[src/wdt_pkg.sv]
// Constants, types and decode helpers shared by the watchdog and reset block
package wdt_pkg;
	localparam logic [7:0] WATCHDOG_CONTROL_POR = 8'h53;
	localparam logic [7:0] LVL_POR = 8'h55;
	localparam logic [4:0] KEY_OFF = 5'h15;
	localparam logic [4:0] KEY_ON = 5'h0a;
	localparam logic [7:0] LVL_3V8 = 8'haa;
	localparam logic [7:0] LVL_2V1 = 8'h55;
	localparam logic [7:0] LVL_2V55 = 8'h33;
	localparam logic [7:0] LVL_3V15 = 8'h99;
	localparam int KEY_HI = 7;
	localparam int KEY_LO = 3;
	localparam int SEL_HI = 2;
	localparam int KEEP_BIT = 7;
	localparam int SDF_BIT = 2;
	localparam int LCF_BIT = 1;
	localparam int KF_BIT = 0;
	localparam int EXP_BIT = 0;
	localparam int SLP_BIT = 1;
	localparam int RST_BIT = 2;
	localparam int ADDR_W = 4;
	localparam logic [3:0] A_WATCHDOG_CONTROL = 4'h0;
	localparam logic [3:0] A_MODE = 4'h4;
	localparam logic [3:0] A_LVL = 4'h8;
	localparam logic [3:0] A_STAT = 4'hc;
	localparam int CLK_NS = 100;
	localparam int PIN_REL_NS = 1000;
	localparam int PIN_REL_CYC = (PIN_REL_NS + CLK_NS - 1) / CLK_NS;
	localparam int LOW_QUAL_NS = 100000;
	localparam int LOW_QUAL_CYC = (LOW_QUAL_NS + CLK_NS - 1) / CLK_NS;
	localparam int SST_FAST = 16;
	localparam int SST_XTAL = 1024;
	localparam int SST_SLOW = 2;
	localparam int DEB_TICKS = 3;
	localparam int WDT_W = 18;
	typedef enum logic [2:0] {OSC_EXT_RC, OSC_FAST_RC, OSC_FAST_XTAL, OSC_WATCH_XTAL,
		OSC_SLOW_RC} osc_e;
	typedef enum logic [1:0] {ST_START, ST_RUN, ST_HOLD, ST_WAIT} rst_st_e;

	function automatic logic [4:0] period_exp(input logic [2:0] s);
		logic [4:0] e;
		e = 5'h08;
		unique case (s)
			3'h0: e = 5'h08;
			3'h1: e = 5'h0a;
			3'h2: e = 5'h0c;
			3'h3: e = 5'h0e;
			3'h4: e = 5'h0f;
			3'h5: e = 5'h10;
			3'h6: e = 5'h11;
			3'h7: e = 5'h12;
		endcase
		return e;
	endfunction : period_exp

	function automatic logic [10:0] sst_cycles(input osc_e o);
		logic [10:0] c;
		c = 11'(SST_FAST);
		if (o == OSC_FAST_XTAL || o == OSC_WATCH_XTAL)
			c = 11'(SST_XTAL);
		else if (o == OSC_SLOW_RC)
			c = 11'(SST_SLOW);
		return c;
	endfunction : sst_cycles
endpackage : wdt_pkg

[src/wdt_if.sv]
// Link between reset control and the watchdog counter
interface wdt_if;
	logic enable;
	logic [2:0] period_sel;
	logic clear;
	logic overflow;
	modport ctrl (output enable, output period_sel, output clear, input overflow);
	modport cnt (input enable, input period_sel, input clear, output overflow);
endinterface : wdt_if

[src/wdt_counter.sv]
// Watchdog counter with clock source choice and period selection
module wdt_counter #(
	parameter int CNT_W = 18
) (
	input wire logic clk, // System clock
	input wire logic rst_b, // Power-on reset
	input wire logic sub_tick, // Slow clock tick
	input wire logic src_sub, // 1 slow clock, 0 system clock / 4
	wdt_if.cnt w // Control and overflow
);
	import wdt_pkg::*;
	typedef struct packed {
		logic [1:0] div;
		logic [CNT_W-1:0] cnt;
		logic ovf;
	} cnt_s;
	cnt_s s_q, s_d;
	logic tick;
	logic [CNT_W:0] lim;

	generate
		if (CNT_W < WDT_W)
			$error("wdt_counter: CNT_W too small for longest period");
	endgenerate

	always_comb
	begin
		s_d = s_q;
		s_d.div = s_q.div + 2'h1;
		tick = src_sub ? sub_tick : (s_q.div == 2'h3);
		lim = ({{CNT_W{1'b0}}, 1'b1} << period_exp(w.period_sel)) - 1'b1;
		s_d.ovf = 1'b0;
		if (!w.enable || w.clear)
			s_d.cnt = '0;
		else if (tick)
		begin
			if (s_q.cnt == lim[CNT_W-1:0])
			begin
				s_d.cnt = '0;
				s_d.ovf = 1'b1;
			end
			else
				s_d.cnt = s_q.cnt + 1'b1;
		end
	end

	always_ff @(posedge clk or negedge rst_b)
		if (!rst_b)
			s_q <= '0;
		else
			s_q <= s_d;

	assign w.overflow = s_q.ovf;
endmodule : wdt_counter

[src/key_debounce.sv]
// Delays a reset request from an invalid code by whole slow RC periods
module key_debounce #(
	parameter int TICKS = 3
) (
	input wire logic clk, // System clock
	input wire logic rst_b, // Power-on reset
	input wire logic bad, // Invalid code present
	input wire logic tick, // Slow RC tick
	output logic fire // One-cycle reset request
);
	typedef struct packed {
		logic [3:0] n;
		logic fire;
	} deb_s;
	deb_s s_q, s_d;

	generate
		if (TICKS < 1 || TICKS > 15)
			$error("key_debounce: TICKS out of range");
	endgenerate

	// Fires on the third tick, so 2 to 3 periods after the code appears
	always_comb
	begin
		s_d = s_q;
		s_d.fire = 1'b0;
		if (!bad)
			s_d.n = 4'h0;
		else if (tick && s_q.n != 4'(TICKS))
		begin
			s_d.n = s_q.n + 4'h1;
			s_d.fire = (s_q.n == 4'(TICKS - 1));
		end
	end

	always_ff @(posedge clk or negedge rst_b)
		if (!rst_b)
			s_q <= '0;
		else
			s_q <= s_d;

	assign fire = s_q.fire;
endmodule : key_debounce

[src/wdt_reset_ctrl.sv]
// Watchdog and reset-source control with AHB-Lite register access
//
// Added by the designer: register access over AHB-Lite and the register addresses.
module wdt_reset_ctrl (
	input wire logic clk, // System clock
	input wire logic rst_b, // Power-on reset
	input wire logic hsel, // AHB select
	input wire logic [31:0] haddr, // AHB address
	input wire logic [1:0] htrans, // AHB transfer type
	input wire logic hwrite, // AHB write
	input wire logic [2:0] hsize, // AHB size, word only
	input wire logic [31:0] hwdata, // AHB write data
	input wire logic hready, // AHB bus ready
	output logic [31:0] hrdata, // AHB read data
	output logic hreadyout, // AHB slave ready
	output logic hresp, // AHB response
	input wire logic clear_watchdog_instr_instr, // Clear-watchdog instruction pulse
	input wire logic halt_instr, // Halt instruction pulse
	input wire logic in_sleep_idle, // Core in sleep or idle
	input wire logic ext_clear_pin_b, // External clear pin
	input wire logic supply_low, // Supply below chosen level
	input wire logic slow_rc_tick, // Slow RC tick pulse
	input wire logic sub_clk_tick, // Slow sub clock tick pulse
	input wire logic wdt_src_sub, // Watchdog clock option
	input wire wdt_pkg::osc_e osc_sel, // System oscillator type
	output logic sys_reset, // Full reset, PC zero, ports high
	output logic pc_sp_clear, // Clear PC and SP only
	output logic exec_en, // Execution allowed
	output logic idle_sysclk_keep, // Keep clock in idle
	output logic watchdog_expired_flag, // Watchdog expired
	output logic sleep_entry_flag, // Halt executed
	output logic [7:0] drop_level_code // Level for detector
);
	import wdt_pkg::*;
	typedef struct packed {
		logic [7:0] watchdog_control;
		logic [7:0] lvl;
		logic keep;
		logic fsd;
		logic flc;
		logic fkf;
		logic expired;
		logic sleep_entry;
		rst_st_e st;
		logic [10:0] cnt;
		logic [10:0] low_cnt;
		logic act;
		logic wr;
		logic [ADDR_W-1:0] addr;
		logic [31:0] rdata;
		logic rdy;
		logic sys_rst;
		logic pcsp;
		logic run;
	} ctrl_s;
	ctrl_s s_q, s_d;

	localparam ctrl_s CTRL_POR = '{
		watchdog_control: WATCHDOG_CONTROL_POR,
		lvl: LVL_POR,
		keep: 1'b0,
		fsd: 1'b0,
		flc: 1'b0,
		fkf: 1'b0,
		expired: 1'b0,
		sleep_entry: 1'b0,
		st: ST_START,
		cnt: 11'h000,
		low_cnt: 11'h000,
		act: 1'b0,
		wr: 1'b0,
		addr: '0,
		rdata: 32'h0000_0000,
		rdy: 1'b1,
		sys_rst: 1'b1,
		pcsp: 1'b0,
		run: 1'b0
	};

	wdt_if w ();
	logic key_bad, lvl_bad, key_fire, lvl_fire;
	logic take, hit, drop_fire, drop_hold, pin_hold, wdt_rst, full_evt;

	function automatic logic level_ok(input logic [7:0] c);
		return c == LVL_3V8 || c == LVL_2V1 || c == LVL_2V55 || c == LVL_3V15;
	endfunction : level_ok

	assign key_bad = s_q.watchdog_control[KEY_HI:KEY_LO] != KEY_OFF
		&& s_q.watchdog_control[KEY_HI:KEY_LO] != KEY_ON;
	assign lvl_bad = !level_ok(s_q.lvl);

	key_debounce #(
		.TICKS(DEB_TICKS)
	) u_key_deb (
		.clk(clk),
		.rst_b(rst_b),
		.bad(key_bad),
		.tick(slow_rc_tick),
		.fire(key_fire)
	);

	key_debounce #(
		.TICKS(DEB_TICKS)
	) u_lvl_deb (
		.clk(clk),
		.rst_b(rst_b),
		.bad(lvl_bad),
		.tick(slow_rc_tick),
		.fire(lvl_fire)
	);

	wdt_counter #(
		.CNT_W(WDT_W)
	) u_cnt (
		.clk(clk),
		.rst_b(rst_b),
		.sub_tick(sub_clk_tick),
		.src_sub(wdt_src_sub),
		.w(w.cnt)
	);

	// Only the disable code stops counting; bad codes reset soon anyway
	assign w.enable = s_q.watchdog_control[KEY_HI:KEY_LO] != KEY_OFF;
	assign w.period_sel = s_q.watchdog_control[SEL_HI:0];
	assign w.clear = clear_watchdog_instr_instr || halt_instr || s_q.sys_rst;

	always_comb
	begin
		s_d = s_q;
		s_d.pcsp = 1'b0;
		s_d.rdy = 1'b1;
		take = hsel && htrans[1] && hready;
		hit = haddr[31:ADDR_W] == '0;

		// Data phase writes come first so hardware sets below win
		if (s_q.act && s_q.wr)
		begin
			unique case (s_q.addr)
				A_WATCHDOG_CONTROL: s_d.watchdog_control = hwdata[7:0];
				A_MODE:
				begin
					s_d.keep = hwdata[KEEP_BIT];
					s_d.fsd = s_q.fsd & hwdata[SDF_BIT];
					s_d.flc = s_q.flc & hwdata[LCF_BIT];
					s_d.fkf = s_q.fkf & hwdata[KF_BIT];
				end
				A_LVL: s_d.lvl = hwdata[7:0];
				default: ;
			endcase
		end

		if (clear_watchdog_instr_instr)
		begin
			s_d.expired = 1'b0;
			s_d.sleep_entry = 1'b0;
		end
		if (halt_instr)
		begin
			s_d.expired = 1'b0;
			s_d.sleep_entry = 1'b1;
		end

		// Low supply must persist before it counts as a drop
		if (supply_low)
		begin
			if (s_q.low_cnt != 11'(LOW_QUAL_CYC))
				s_d.low_cnt = s_q.low_cnt + 11'h001;
		end
		else
			s_d.low_cnt = 11'h000;
		drop_fire = supply_low && s_q.low_cnt == 11'(LOW_QUAL_CYC - 1);
		drop_hold = supply_low && s_q.low_cnt == 11'(LOW_QUAL_CYC);
		pin_hold = !ext_clear_pin_b;
		wdt_rst = w.overflow && !in_sleep_idle;

		if (w.overflow)
		begin
			s_d.expired = 1'b1;
			if (in_sleep_idle)
				s_d.pcsp = 1'b1;
		end
		if (key_fire)
			s_d.fkf = 1'b1;
		if (drop_fire)
			s_d.fsd = 1'b1;

		full_evt = pin_hold || drop_fire || drop_hold || key_fire
			|| lvl_fire || wdt_rst;
		if (full_evt)
		begin
			s_d.st = ST_HOLD;
			s_d.sys_rst = 1'b1;
			s_d.run = 1'b0;
			s_d.watchdog_control = WATCHDOG_CONTROL_POR;
			s_d.keep = 1'b0;
			s_d.act = 1'b0;
			if (!(drop_fire || drop_hold) || lvl_fire)
				s_d.lvl = LVL_POR;
		end
		if (lvl_fire)
			s_d.flc = 1'b1;

		if (!full_evt)
		begin
			unique case (s_q.st)
				ST_START:
				begin
					s_d.cnt = sst_cycles(osc_sel);
					s_d.st = ST_WAIT;
				end
				ST_HOLD:
				begin
					s_d.cnt = 11'(PIN_REL_CYC);
					s_d.st = ST_WAIT;
				end
				ST_WAIT:
				begin
					s_d.cnt = s_q.cnt - 11'h001;
					if (s_q.cnt <= 11'h001)
					begin
						s_d.st = ST_RUN;
						s_d.sys_rst = 1'b0;
						s_d.run = 1'b1;
					end
				end
				ST_RUN: ;
			endcase
		end

		// Address phase; read data built from next state so back-to-back
		// write then read returns the new value
		if (!full_evt || s_q.st == ST_RUN)
		begin
			s_d.act = take;
			s_d.wr = hwrite;
			s_d.addr = hit ? haddr[ADDR_W-1:0] : 4'h2;
		end
		s_d.rdata = 32'h0000_0000;
		if (take && !hwrite && hit)
		begin
			unique case (haddr[ADDR_W-1:0])
				A_WATCHDOG_CONTROL: s_d.rdata[7:0] = s_d.watchdog_control;
				A_MODE:
				begin
					s_d.rdata[KEEP_BIT] = s_d.keep;
					s_d.rdata[SDF_BIT] = s_d.fsd;
					s_d.rdata[LCF_BIT] = s_d.flc;
					s_d.rdata[KF_BIT] = s_d.fkf;
				end
				A_LVL: s_d.rdata[7:0] = s_d.lvl;
				A_STAT:
				begin
					s_d.rdata[EXP_BIT] = s_d.expired;
					s_d.rdata[SLP_BIT] = s_d.sleep_entry;
					s_d.rdata[RST_BIT] = s_d.sys_rst;
				end
				default: ;
			endcase
		end
	end

	always_ff @(posedge clk or negedge rst_b)
		if (!rst_b)
			s_q <= CTRL_POR;
		else
			s_q <= s_d;

	assign hrdata = s_q.rdata;
	assign hreadyout = s_q.rdy;
	assign hresp = 1'b0 & s_q.rdy;
	assign sys_reset = s_q.sys_rst;
	assign pc_sp_clear = s_q.pcsp;
	assign exec_en = s_q.run;
	assign idle_sysclk_keep = s_q.keep;
	assign watchdog_expired_flag = s_q.expired;
	assign sleep_entry_flag = s_q.sleep_entry;
	assign drop_level_code = s_q.lvl;
endmodule : wdt_reset_ctrl

[config.mk]
export PLATFORM = sky130hd
export DESIGN_NAME = wdt_reset_ctrl
export DESIGN_NICKNAME = d
export VERILOG_FILES = /design/src/wdt_pkg.sv /design/src/wdt_if.sv /design/src/wdt_counter.sv /design/src/key_debounce.sv /design/src/wdt_reset_ctrl.sv
export SDC_FILE = /design/constraint.sdc
export NUM_CORES = 1
export LEC_CHECK = 0
export BUFFER_PORTS_ARGS = -buffer_cell sky130_fd_sc_hd__buf_4
export CORE_MARGIN = 10
export CORE_UTILIZATION = 40
export DETAILED_ROUTE_END_ITERATION = 12
export SLEW_MARGIN = 30
export SYNTH_ARGS = -nofsm -noshare
export SYNTH_HDL_FRONTEND = slang
export SYNTH_HIERARCHICAL = 1
export SYNTH_SLANG_ARGS = --single-unit
[constraint.sdc]
create_clock -name clk -period 3.2 [get_ports clk]
set_clock_uncertainty 0.2 [all_clocks]
set_input_delay 0.16 -clock clk [delete_from_list [all_inputs] [get_ports clk]]
set_output_delay 0.16 -clock clk [all_outputs]
set_load 0.01 [all_outputs]
; ---- Word level (Yosys, flattened, before mapping)
; Memories as Yosys holds them, arrays and structs flattened.
; Cells that the tools add are included.
[word_totals]
regBits = 94
mem_bits_ro = 40
input_bits = 85
output_inout_bits = 48
wordCells = 157
mem_count = 1
[mem_list]
columns = name, words, word_bits, rd, rd_ports_with_merged_regs, write_ports, line_no
row1 = (name not given), 8, 5, 1, 0, 0, wdt_pkg.sv:43  ; unique case (s)
[classes]
add_sub_neg = 7
n_lt_le_gt_ge = 1
eq_ne = 28
n_shift = 1
mux = 49
n_bitwise = 4
reduce_logical = 41
[ops]
columns = cell, count
row1 = $pmux 13 s3, 1
row2 = $mux 18, 2
row3 = $mux 11, 3
row4 = $mux 8, 4
row5 = $logic_not 28->1, 1
row6 = $eq 11x10->1 const B, 2
row7 = $mux 1, 20
row8 = $mux 20, 1
row9 = $mux 19, 1
row10 = $add 18x1->18 const B, 1
row11 = $eq 18x18->1, 1
row12 = $shl 1x5->18 const A, 1
row13 = $sub 18x1->18 const B, 1
row14 = $mux 17, 1
row15 = $eq 8x8->1 const B, 2
row16 = $mux 4, 4
row17 = $logic_or 1x1->1, 15
row18 = $mux 5, 3
row19 = $mux 13, 1
row20 = $eq 4x4->1 const B, 3
row21 = $pmux 3 s4, 1
row22 = $add 11x1->11 const B, 1
row23 = $le 11x1->1 const B, 1
row24 = $logic_and 1x1->1, 11
row25 = other kinds (29), 49

; ---- Longest topological paths before layout
; Gate-level depths: netlist (run 1).
[depth]
word_depth = 13
ltp_mapped = 9
mapped_depth_nobuf = 8

; ---- By module
; The synthesis (run 1) kept the hierarchy.
[modules_own_cells]
columns = module, instances, cells_each, area_per_inst_um2, seq_area_each_um2
row1 = wdt_reset_ctrl, 1, 386, 3704.8, 1587.8
row2 = wdt_counter, 1, 158, 1418.9, 525.5
row3 = key_debounce, 2, 24, 262.8, 125.1

; ---- Worst setup path after synthesis (run 1)
; Ideal clock, no wire load.
[synth_timing]
path_type = flip-flop to flip-flop
start = register s_q[80] (netlist name)
end = register u_cnt/s_q[10] (netlist name)
setup_time_ns = 0.136
arrival_ns = 2.556
required_time_ns = 2.864
slack_ns = 0.307
path_stages_with_launch = 10
path_buffers = 2
synth_period_minus_slack_ns = 2.893
path_cell_list = dfstp_2 > buf_6 > inv_1 > ha_1 > or3b_1 > a31o_1 > or4_4 > buf_6 > o311ai_0 > a21oi_1
[synth_between]
elab_chain_len = 7
[synth_lines]
columns = element, line_no
row1 = from (decl), wdt_reset_ctrl.sv:56  ; ctrl_s s_q, s_d;
row2 = from (signal assigned), wdt_reset_ctrl.sv:264  ; s_q <= CTRL_POR;
row3 = from (signal assigned), wdt_reset_ctrl.sv:266  ; s_q <= s_d;
row4 = $mem_v2 8x5, --
row5 = $shl 1x5->18, wdt_counter.sv:31  ; lim = ({{CNT_W{1'b0}}, 1'b1} << period_exp(w.period_sel)) - 1'b1;
row6 = $sub 18x1->18, wdt_counter.sv:31
row7 = $eq 18x18->1, wdt_counter.sv:37  ; if (s_q.cnt == lim[CNT_W-1:0])
row8 = $mux 18, wdt_counter.sv:37
row9 = $mux 19, wdt_counter.sv:35  ; else if (tick)
row10 = $mux 18, wdt_counter.sv:33  ; if (!w.enable || w.clear)
row11 = to (signal assigned), wdt_counter.sv:49  ; s_q <= '0;
row12 = to (signal assigned), wdt_counter.sv:51  ; s_q <= s_d;
row13 = to (decl), wdt_counter.sv:17  ; cnt_s s_q, s_d;
; Every way passes these cells. The select of a mux whose other input is x is not followed.
; A chain may end at the register's enable or synchronous reset.

; ---- Worst setup path after layout (run 1)
; Same ends and word-level chain as after synthesis.

==> results of run 1 <==
==> final cells by class <==
type	instances	area (um^2)	share of cell area, %
multi-input cells	440	2888	42.99
clock buffers	12	256.5	3.818
well taps	180	225.2	3.353
clock inverters	4	53.80	0.8009
inverters	18	67.56	1.006
flip-flops and latches	94	2364	35.18
repair buffers	106	863.3	12.85
==> Yosys cell counts (all sizes together) (9+ instances only) <==
| library cell | count | share of area (%) |
|---|---|---|
| and2 | 12 | 1.3 |
| a31oi | 9 | 1.1 |
| o31ai | 9 | 1.2 |
| nor4 | 12 | 1.3 |
| dfrtp | 85 | 38 |
| nand3 | 28 | 2.6 |
| nor3 | 14 | 1.4 |
| nand2 | 53 | 3.6 |
| mux2i | 19 | 3.4 |
| xnor2 | 16 | 2.5 |
| a21oi | 20 | 1.8 |
| o21ai | 23 | 2.0 |
| nand2b | 9 | 1.0 |
| clkbuf | 14 | 0.93 |
| nor2 | 43 | 2.9 |
| dfstp | 9 | 4.2 |
| ha | 11 | 2.4 |
| buf | 50 | 6.5 |
| a211oi | 10 | 1.4 |
| inv | 18 | 1.2 |
==> registers in the layout (all words and copies together), names as in the netlist <==
register and cells:
drop_level_code 8, exec_en 1, hrdata 8, idle_sysclk_keep 1, pc_sp_clear 1, s_q 41
sleep_entry_flag 1, sys_reset 1, u_cnt/s_q 20, u_cnt/w.overflow 1, u_key_deb/fire 1, u_key_deb/s_q 4
u_lvl_deb/fire 1, u_lvl_deb/s_q 4, watchdog_expired_flag 1
==> kinds of logic after synthesis <==
logic type | synth area share (%)
other | 0.1329
buffers and inverters | 8.638
DFF | 41.84
and+or+nand+nor | 23.17
adders and majority gates | 2.436
muxes | 4.562
xor gates and xnor gates | 3.256
AOI/OAI and AO/OA | 15.97
==> worst max-delay path: stages, from the launching register on <==
cell	delay [ns]
dfstp_2	0.62
inv_1	0.09
ha_1	0.37
or3b_1	0.37
a31o_1	0.23
or4_4	0.57
o311ai_0	0.35
a21oi_1	0.12
==> per-layer routing <==
layer / routed length (um) / track usage [%]
met5: 0 / 0
met4: 166 / 4.283
met3: 795 / 3.733
met2: 6656 / 23.61
met1: 6698 / 18.88
==> power by group <==
| group | switching [mW] | leakage (nW) | internal [mW] |
|---|---|---|---|
| registers | 0.0825 | 1.25 | 1.25 |
| logic | 0.184 | 1.61 | 0.188 |
| clock network | 0.468 | 0.145 | 0.652 |
==> path summary, 6_finish.rpt <==
path | start | end | slack (ns) | cells past startpoint
max | s_q[80]$_DFF_PN1_ | u_cnt/s_q[10]$_DFFE_PN0P_ | 0.14 | 7
min | slow_rc_tick | u_lvl_deb/s_q[3]$_DFFE_PN0P_ | 0.01 | 4
max reg2reg | s_q[80]$_DFF_PN1_ | u_cnt/s_q[10]$_DFFE_PN0P_ | 0.14 | 7
min reg2reg | u_cnt/s_q[19]$_DFF_PN0_ | u_cnt/s_q[19]$_DFF_PN0_ | 0.22 | 1
max in group asynchronous | rst_b | sys_reset$_DFF_PN1_ | 1.91 | 3
min in group asynchronous | rst_b | s_q[45]$_DFFE_PN0P_ | 0.17 | 2
==> metrics by stage <==
stage / instances / worst slack, ns
3_3_place_gp: 816 / 0.2278
5_1_grt: 854 / 0.002818
6_report: 854 / 0.1399
2_1_floorplan: 616 / 0.3072
4_1_cts: 854 / 0.09682
3_5_place_dp: 816 / 0.1143
==> what timing repair did <==
item | in CTS | in global routing
hold buffers | 22 | 0
setup buffers | 0 | 0
endpoints found under the setup margin | 0 | 8
resized for setup | 0 | 1
endpoints found under the hold margin | 78 | 0
==> impl_metrics.py, run 1 <==
metrics = {
    "synthesis": {
        "syn_area_per_cell_um2": 9.543,
        "synth_edf_count": 0,
        "synth_ff_type": "dfrtp_1",
        "syn_inst": 592,
        "seq_area_frac_synth_pct": 41.84,
        "synthArstFlopShare_pct": 100.0,
        "syn_area_um2": 5649,
        "ys_seq_elements": 94,
        "yosys_warnings": 6,
        "ys_types": 77,
    },
    "routing": {
        "vias": 4607,
        "viasPerCell": 5.395,
        "routed_wl_um": 14320,
        "drc": 0,
        "drt-pass1-iter-count": 5,
        "ant_nets": 0,
        "wl_per_cell_um": 16.76,
        "drt_iter0_drc": 335,
    },
    "timing": {
        "period_share_pct": 95.63,
        "period_needed_ns": 3.060,
        "worstMarginPinSlew_ns": 0.8673,
        "finalSetupViolations": 0,
        "final_hold_viol_count": 0,
        "setup-tns-final_ns": 0,
        "rsz0062_at_grt": "no",
        "maxSlewViolCount": 0,
        "slew-limit-headroom_pct": 41.73,
        "whs_ns": 0.009702,
        "max_freq_mhz": 326.8,
    },
    "cts": {
        "cts_sinks": 94,
        "cts_buffer_depth": 2,
        "htreeDepth": 3,
        "cts_buffers": 9,
        "cts_tree": "done",
        "clock_latency_ns": 0.35,
        "cts-root-buf": "clkbuf_16",
        "path_clk_slew_ns": 0.07,
    },
    "placement": {
        "hpwl_um": 10520,
        "port_buffers": 78,
        "post_dp_cell_area_um2": 6187,
        "place_congestion": 0.8575,
    },
    "global_route": {
        "grt_max_degree": 49,
        "first_global_vias": 4614,
        "grt_pass1_wl_um": 23590,
        "grt.total_usage_pct": 14.64,
        "antenna_found_initial": 0,
        "grt-ovfl-total": 0,
    },
    "floorplanning": {
        "row_count": 43,
        "core_um2": 13880,
        "io_pins": 133,
        "die_height_um": 138.8,
        "die-width_um": 138.8,
        "die-area_um2": 19280,
        "initial_core_util_pct": 40.70,
    },
    "layout": {
        "final_common_cell": "dfrtp_1",
        "postLayoutCellArea_um2": 6718,
        "fill_cells": 1344,
        "area_growth_pct": 18.91,
        "mostFrequentLayoutCells": "dfrtp_1 (85), buf_4 (83), nand2_1 (52)",
        "fin_nets": 765,
        "drive_above_1_share_pct": 21.22,
        "antennaDiodeCount": 0,
        "utilization_pct": 48.40,
    },
    "hold_path": {
        "worst_hold_path_type": "in2reg",
    },
    "power_and_ir_drop": {
        "power_density_nw_per_um2": 420.0,
        "leakagePower_nw": 2.998,
        "peakVddDrop_mv": 0.3488,
        "power.total_mw": 2.821,
    },
    "setup_path": {
        "end_kind": "flop",
        "cp.arrival_ns": 3.06,
        "worstPathRequired_ns": 3.20,
        "startpoint_type": "flop",
        "worstPathMaxFanout": 11,
        "worst-setup-path-type": "reg2reg",
    },
    "run": {
        "maxCapViolations": 0,
    },
    "run_status": {
        "status": "finished, final reports clean",
    },
}
(Power assumes the default switching activity.)
==> run 2: changes to the inputs <==
- RECOVER_POWER: unset -> 25
==> run 2 against run 1 <==
Hold slack about the same. Core utilization about the same. Clock power about the same. Critical path depth unchanged. Sequential share of layout area about the same. Sequential cell count unchanged. First-iteration DRC count unchanged. Global-route usage unchanged. Count of clock-buffer cells in the layout unchanged. Highest routed layer unchanged.
==> impl_metrics.py, run 2 (same netlist as run 1, synthesis figures left out) <==
metrics = {
    "setup_path": {
        "worst-setup-path-type": "reg2reg",
        "ff2ff_setup_slack_ns": 0.14,
        "worstPathRequired_ns": 3.20,
        "startpoint_type": "flop",
        "cp.arrival_ns": 3.06,
        "end_kind": "flop",
        "worstPathMaxFanout": 11,
    },
    "placement": {
        "place_congestion": 0.8575,
        "port_buffers": 78,
        "hpwl_um": 10520,
        "post_dp_cell_area_um2": 6187,
    },
    "routing": {
        "routed_wl_um": 14290,
        "drc": 0,
        "vias": 4604,
        "ant_nets": 0,
        "wl_per_cell_um": 16.73,
        "drt_iter0_drc": 335,
        "drt-pass1-iter-count": 5,
        "viasPerCell": 5.391,
    },
    "layout": {
        "antennaDiodeCount": 0,
        "largest_reg_flops": 41,
        "area_growth_pct": 18.87,
        "largestRegisters": "s_q (41), u_cnt/s_q (20)",
        "fill_cells": 1343,
        "max_flop_register": "s_q",
        "final_common_cell": "dfrtp_1",
        "drive_above_1_share_pct": 21.22,
        "postLayoutCellArea_um2": 6715,
        "fin_nets": 765,
        "mostFrequentLayoutCells": "dfrtp_1 (85), buf_4 (80), nand2_1 (52)",
    },
    "run": {
        "maxCapViolations": 0,
    },
    "power_and_ir_drop": {
        "peakVddDrop_mv": 0.3492,
        "power.internal_mw": 2.087,
        "power_density_nw_per_um2": 420.0,
        "p_clk_share_pct": 39.7,
        "swShare_pct": 26.01,
        "pwr-share-comb_pct": 13.1,
        "power.switching_mw": 0.7336,
        "sequentialPowerShare_pct": 47.2,
        "leakagePower_nw": 2.996,
    },
    "timing": {
        "max_freq_mhz": 327.1,
        "period_needed_ns": 3.057,
        "maxSlewViolCount": 0,
        "rsz0062_at_grt": "no",
        "slew-limit-headroom_pct": 17.51,
        "finalSetupViolations": 0,
        "period_share_pct": 95.53,
        "setup-tns-final_ns": 0,
        "final_hold_viol_count": 0,
        "worstMarginPinSlew_ns": 1.237,
    },
    "global_route": {
        "grt_max_degree": 49,
        "antenna_found_initial": 0,
        "grt.total_usage_pct": 14.64,
        "grt_pass1_wl_um": 23590,
        "first_global_vias": 4614,
        "grt-ovfl-total": 0,
    },
    "cts": {
        "cts_buffer_depth": 2,
        "cts_buffers": 9,
        "cts_tree": "done",
        "cts-root-buf": "clkbuf_16",
        "path_clk_slew_ns": 0.07,
        "cts_sinks": 94,
        "post_cts.repair.setup_buffers": 0,
        "clock_latency_ns": 0.35,
        "htreeDepth": 3,
    },
    "floorplanning": {
        "die-width_um": 138.8,
        "core_um2": 13880,
        "die_height_um": 138.8,
        "io_pins": 133,
        "row_count": 43,
        "die-area_um2": 19280,
        "initial_core_util_pct": 40.70,
    },
    "run_status": {
        "status": "finished, final reports clean",
    },
    "hold_path": {
        "worst_hold_path_type": "in2reg",
    },
}
run 2: changes by cell type in the layout (fill, tap and decap cells not counted), sizes merged:
cell    previous run  this run
clkbuf            12        15
buf               84        81
run 2: power by group through the flow:
stage | Combinational (mW) | Sequential [mW] | Clock (mW)
floorplan | 0.255 | 1.32 | 0
global placement | 0.344 | 1.34 | 0
detailed placement | 0.351 | 1.35 | 0
CTS | 0.373 | 1.33 | 1.15
global route | 0.416 | 1.34 | 1.19
finish | 0.371 | 1.33 | 1.12
run 2: what timing repair did:
action / in CTS / in global routing
setup endpoints to repair: 0 / 8
hold endpoints to repair: 78 / 0
hold buffers: 22 / 0
resized for setup: 0 / 1
run 2: final timing paths:
kind                                          from                      endpoint  cells past startpoint
setup reg to reg                 s_q[80]$_DFF_PN1_     u_cnt/s_q[10]$_DFFE_PN0P_                      7
hold / removal                        slow_rc_tick  u_lvl_deb/s_q[3]$_DFFE_PN0P_                      4
setup / recovery                 s_q[80]$_DFF_PN1_     u_cnt/s_q[10]$_DFFE_PN0P_                      7
min in group asynchronous                    rst_b           s_q[45]$_DFFE_PN0P_                      2
max in group asynchronous                    rst_b           sys_reset$_DFF_PN1_                      3
hold reg to reg            u_cnt/s_q[19]$_DFF_PN0_       u_cnt/s_q[19]$_DFF_PN0_                      1
run 2: through the flow:
step | setup WS [ns] | hold WS [ns] | std cells | power, mW | util (%)
final | 0.1432 | 0.009610 | 854 | 2.820 | 48.38
after global placement | 0.2278 | 0.01896 | 816 | 1.688 | 44.57
after detailed placement | 0.1143 | 0.03129 | 816 | 1.698 | 44.57
after floorplan | 0.3072 | -0.3356 | 616 | 1.573 | -
after CTS | 0.09682 | 0.001846 | 854 | 2.845 | 48.40
after global routing | 0.002818 | 0.06112 | 854 | 2.947 | 48.38
run 2: metal layers:
layer	up-vias	share of wire, %	GRT usage (%)
met2	131	46	23.61
met3	12	5.9	3.733
met5	-	0	0
met4	0	1.2	4.283
li1	2234	-	-
met1	2227	46	18.88
run 2: final cells by class:
cell class                 count  area [um^2]  share of cell area [%]
sequential                    94         2364                   35.20
multi-input combinational    440         2888                   43.00
timing repair buffer         106        860.8                   12.82
tap                          180        225.2                   3.354
clock buffer                  12        256.5                   3.820
inverter                      18        67.56                   1.006
clock inverter                 4        53.80                  0.8012
run 2: worst max-delay path, cell delays in order, from the launching register on:
cell	delay [ns]
dfstp_2	0.62
inv_1	0.09
ha_1	0.37
or3b_1	0.37
a31o_1	0.23
or4_4	0.57
o311ai_0	0.35
a21oi_1	0.12
==> run 3: changes to the inputs <==
- CORE_UTILIZATION: 40 -> 45
- PLACE_DENSITY: unset -> 0.77
==> run 3 against run 2 <==
Fmax down 0.54%. Routed wire length up 1.3%. Count of clock-buffer cells in the layout down 2. Clock power down 4%. Via count up 1.7%. First-iteration DRC count up 16%. Non-clock buffer count up 1. Global-route usage up 1.7 points. Power down 1.4%. Combinational power up 1%. Largest power group unchanged.
==> impl_metrics.py, run 3 (same netlist as run 1, synthesis figures left out) <==
metrics = {
    "setup_path": {
        "startpoint_type": "flop",
        "slowest_stage": "dfstp_2",
        "r2r_start": "s_q[81]$_DFF_PN1_",
        "ff2ff_setup_slack_ns": 0.13,
        "cpPeakStageDelay_ns": 0.61,
        "worstPathMaxFanout": 10,
        "end_kind": "flop",
        "rr_worst_depth": 7,
        "cp.arrival_ns": 3.07,
        "worstPathCellList": "inv_1 > ha_1 > or3b_1 > a31o_1 > or4_4 > o311ai_0 > a21oi_1",
        "worstPathRequired_ns": 3.20,
        "timing.rr.end": "u_cnt/s_q[4]$_DFFE_PN0P_",
        "worst-setup-path-type": "reg2reg",
    },
    "hold_path": {
        "hold_depth": 4,
        "worst_hold_path_type": "in2reg",
        "worstHoldStart": "slow_rc_tick",
        "holdPathEnd": "u_key_deb/s_q[3]$_DFFE_PN0P_",
    },
    "layout": {
        "antennaDiodeCount": 0,
        "area_growth_pct": 18.52,
        "final_common_cell": "dfrtp_1",
        "postLayoutCellArea_um2": 6695,
        "drive_above_1_share_pct": 21.63,
        "largest_reg_flops": 41,
        "mostFrequentLayoutCells": "dfrtp_1 (85), buf_4 (82), nand2_1 (52)",
        "largestRegisters": "s_q (41), u_cnt/s_q (20)",
        "max_flop_register": "s_q",
        "fin_nets": 766,
    },
    "placement": {
        "dpl_worst_slack_ns": 0.09003,
        "hpwl_um": 10780,
        "post_dp_cell_area_um2": 6180,
        "place_congestion": 0.8748,
        "port_buffers": 78,
    },
    "global_route": {
        "grt.total_usage_pct": 16.32,
        "grt_pass1_wl_um": 23880,
        "first_global_vias": 4800,
        "grt-ovfl-total": 0,
        "antenna_found_initial": 0,
        "grt_max_degree": 49,
    },
    "timing": {
        "setup_ws_ns": 0.1267,
        "final_hold_viol_count": 0,
        "max_freq_mhz": 325.4,
        "setup-tns-final_ns": 0,
        "period_needed_ns": 3.073,
        "maxSlewViolCount": 0,
        "worstMarginPinSlew_ns": 1.251,
        "slew-limit-headroom_pct": 16.58,
        "rsz0062_at_grt": "no",
        "period_share_pct": 96.04,
        "finalSetupViolations": 0,
    },
    "power_and_ir_drop": {
        "power_density_nw_per_um2": 415.2,
        "leakagePower_nw": 3.004,
        "peakVddDrop_mv": 0.4102,
    },
    "routing": {
        "viasPerCell": 5.552,
        "drt_iter0_drc": 390,
        "drt-pass1-iter-count": 5,
        "ant_nets": 0,
        "drc": 0,
        "vias": 4680,
        "routed_wl_um": 14480,
        "wl_per_cell_um": 17.18,
    },
    "run_status": {
        "status": "finished, final reports clean",
    },
    "cts": {
        "cts_buffers": 9,
        "cts_tree": "done",
        "cts-root-buf": "clkbuf_16",
        "cts_sinks": 94,
        "clock_latency_ns": 0.35,
        "htreeDepth": 3,
        "path_clk_slew_ns": 0.07,
        "cts_buffer_depth": 2,
    },
    "floorplanning": {
        "io_pins": 133,
        "die_height_um": 132.0,
        "initial_core_util_pct": 46.45,
        "row_count": 40,
        "die-area_um2": 17440,
        "core_um2": 12160,
        "die-width_um": 132.0,
    },
    "run": {
        "maxCapViolations": 0,
    },
}
-- run 3: cell count changes in the layout (fill, tap and decap cells not counted), sizes merged --
cell,previous run,this run
clkinv,0,4
buf,81,83
clkbuf,15,13
clkinvlp,2,1
dlygate4sd3,22,21
inv,19,18
-- run 3: worst max path at each step --
stage	start	endpoint	cells after the start
after global routing	s_q[81]$_DFF_PN1_	u_cnt/s_q[18]$_DFFE_PN0P_	7
final	s_q[81]$_DFF_PN1_	u_cnt/s_q[4]$_DFFE_PN0P_	7
after floorplan	s_q[80]$_DFF_PN1_	u_cnt/s_q[10]$_DFFE_PN0P_	9
after global placement	s_q[80]$_DFF_PN1_	u_cnt/s_q[8]$_DFFE_PN0P_	7
after detailed placement	s_q[80]$_DFF_PN1_	u_cnt/s_q[12]$_DFFE_PN0P_	7
after CTS	s_q[80]$_DFF_PN1_	u_cnt/s_q[12]$_DFFE_PN0P_	7
-- run 3: critical path: cells and delay by family (launching register included) --
kind	cells	cell delay (ns)
flip-flops	1	0.61
adder cells (fa/ha/maj)	1	0.36
AND/OR/NAND/NOR	2	0.94
AO/OA/AOI/OAI	3	0.72
buffers and inverters	1	0.09
-- run 3: layout make-up --
class / count / area, um^2
Clock buffer: 10 / 239.0
Inverter: 18 / 67.56
Multi-Input combinational cell: 440 / 2888
Timing Repair Buffer: 107 / 865.8
Tap cell: 168 / 210.2
Fill cell: 1079 / 5466
Sequential cell: 94 / 2364
Clock inverter: 6 / 61.31
-- run 3: per-layer routing --
layer / global-route usage [%] / vias up / wire length, um
met5: 0 / - / 0
li1: - / 2233 / -
met3: 4.078 / 22 / 849
met1: 19.77 / 2268 / 6037
met2: 27.99 / 157 / 7349
met4: 4.512 / 0 / 244
-- run 3: power breakdown --
| part | switching [mW] | internal, mW | leakage [nW] |
|---|---|---|---|
| Combinational | 0.187 | 0.188 | 1.61 |
| Clock | 0.452 | 0.624 | 0.148 |
| Sequential | 0.0817 | 1.25 | 1.25 |
-- run 3: through the flow --
step	total power [mW]	instances	util (%)	hold slack, ns
6_report	2.780	843	55.05	0.01340
4_1_cts	2.796	842	55.01	0.005046
3_3_place_gp	1.683	805	50.81	0.01305
2_1_floorplan	1.573	616	-	-0.3356
3_5_place_dp	1.703	805	50.81	0.02648
5_1_grt	2.909	843	55.05	0.03198
-- run 3: what timing repair did --
item	4_1_cts	5_1_grt
gates resized for setup	0	0
endpoints found under the setup margin	0	11
setup buffers	0	1
endpoints found under the hold margin	77	0
hold buffers	21	0
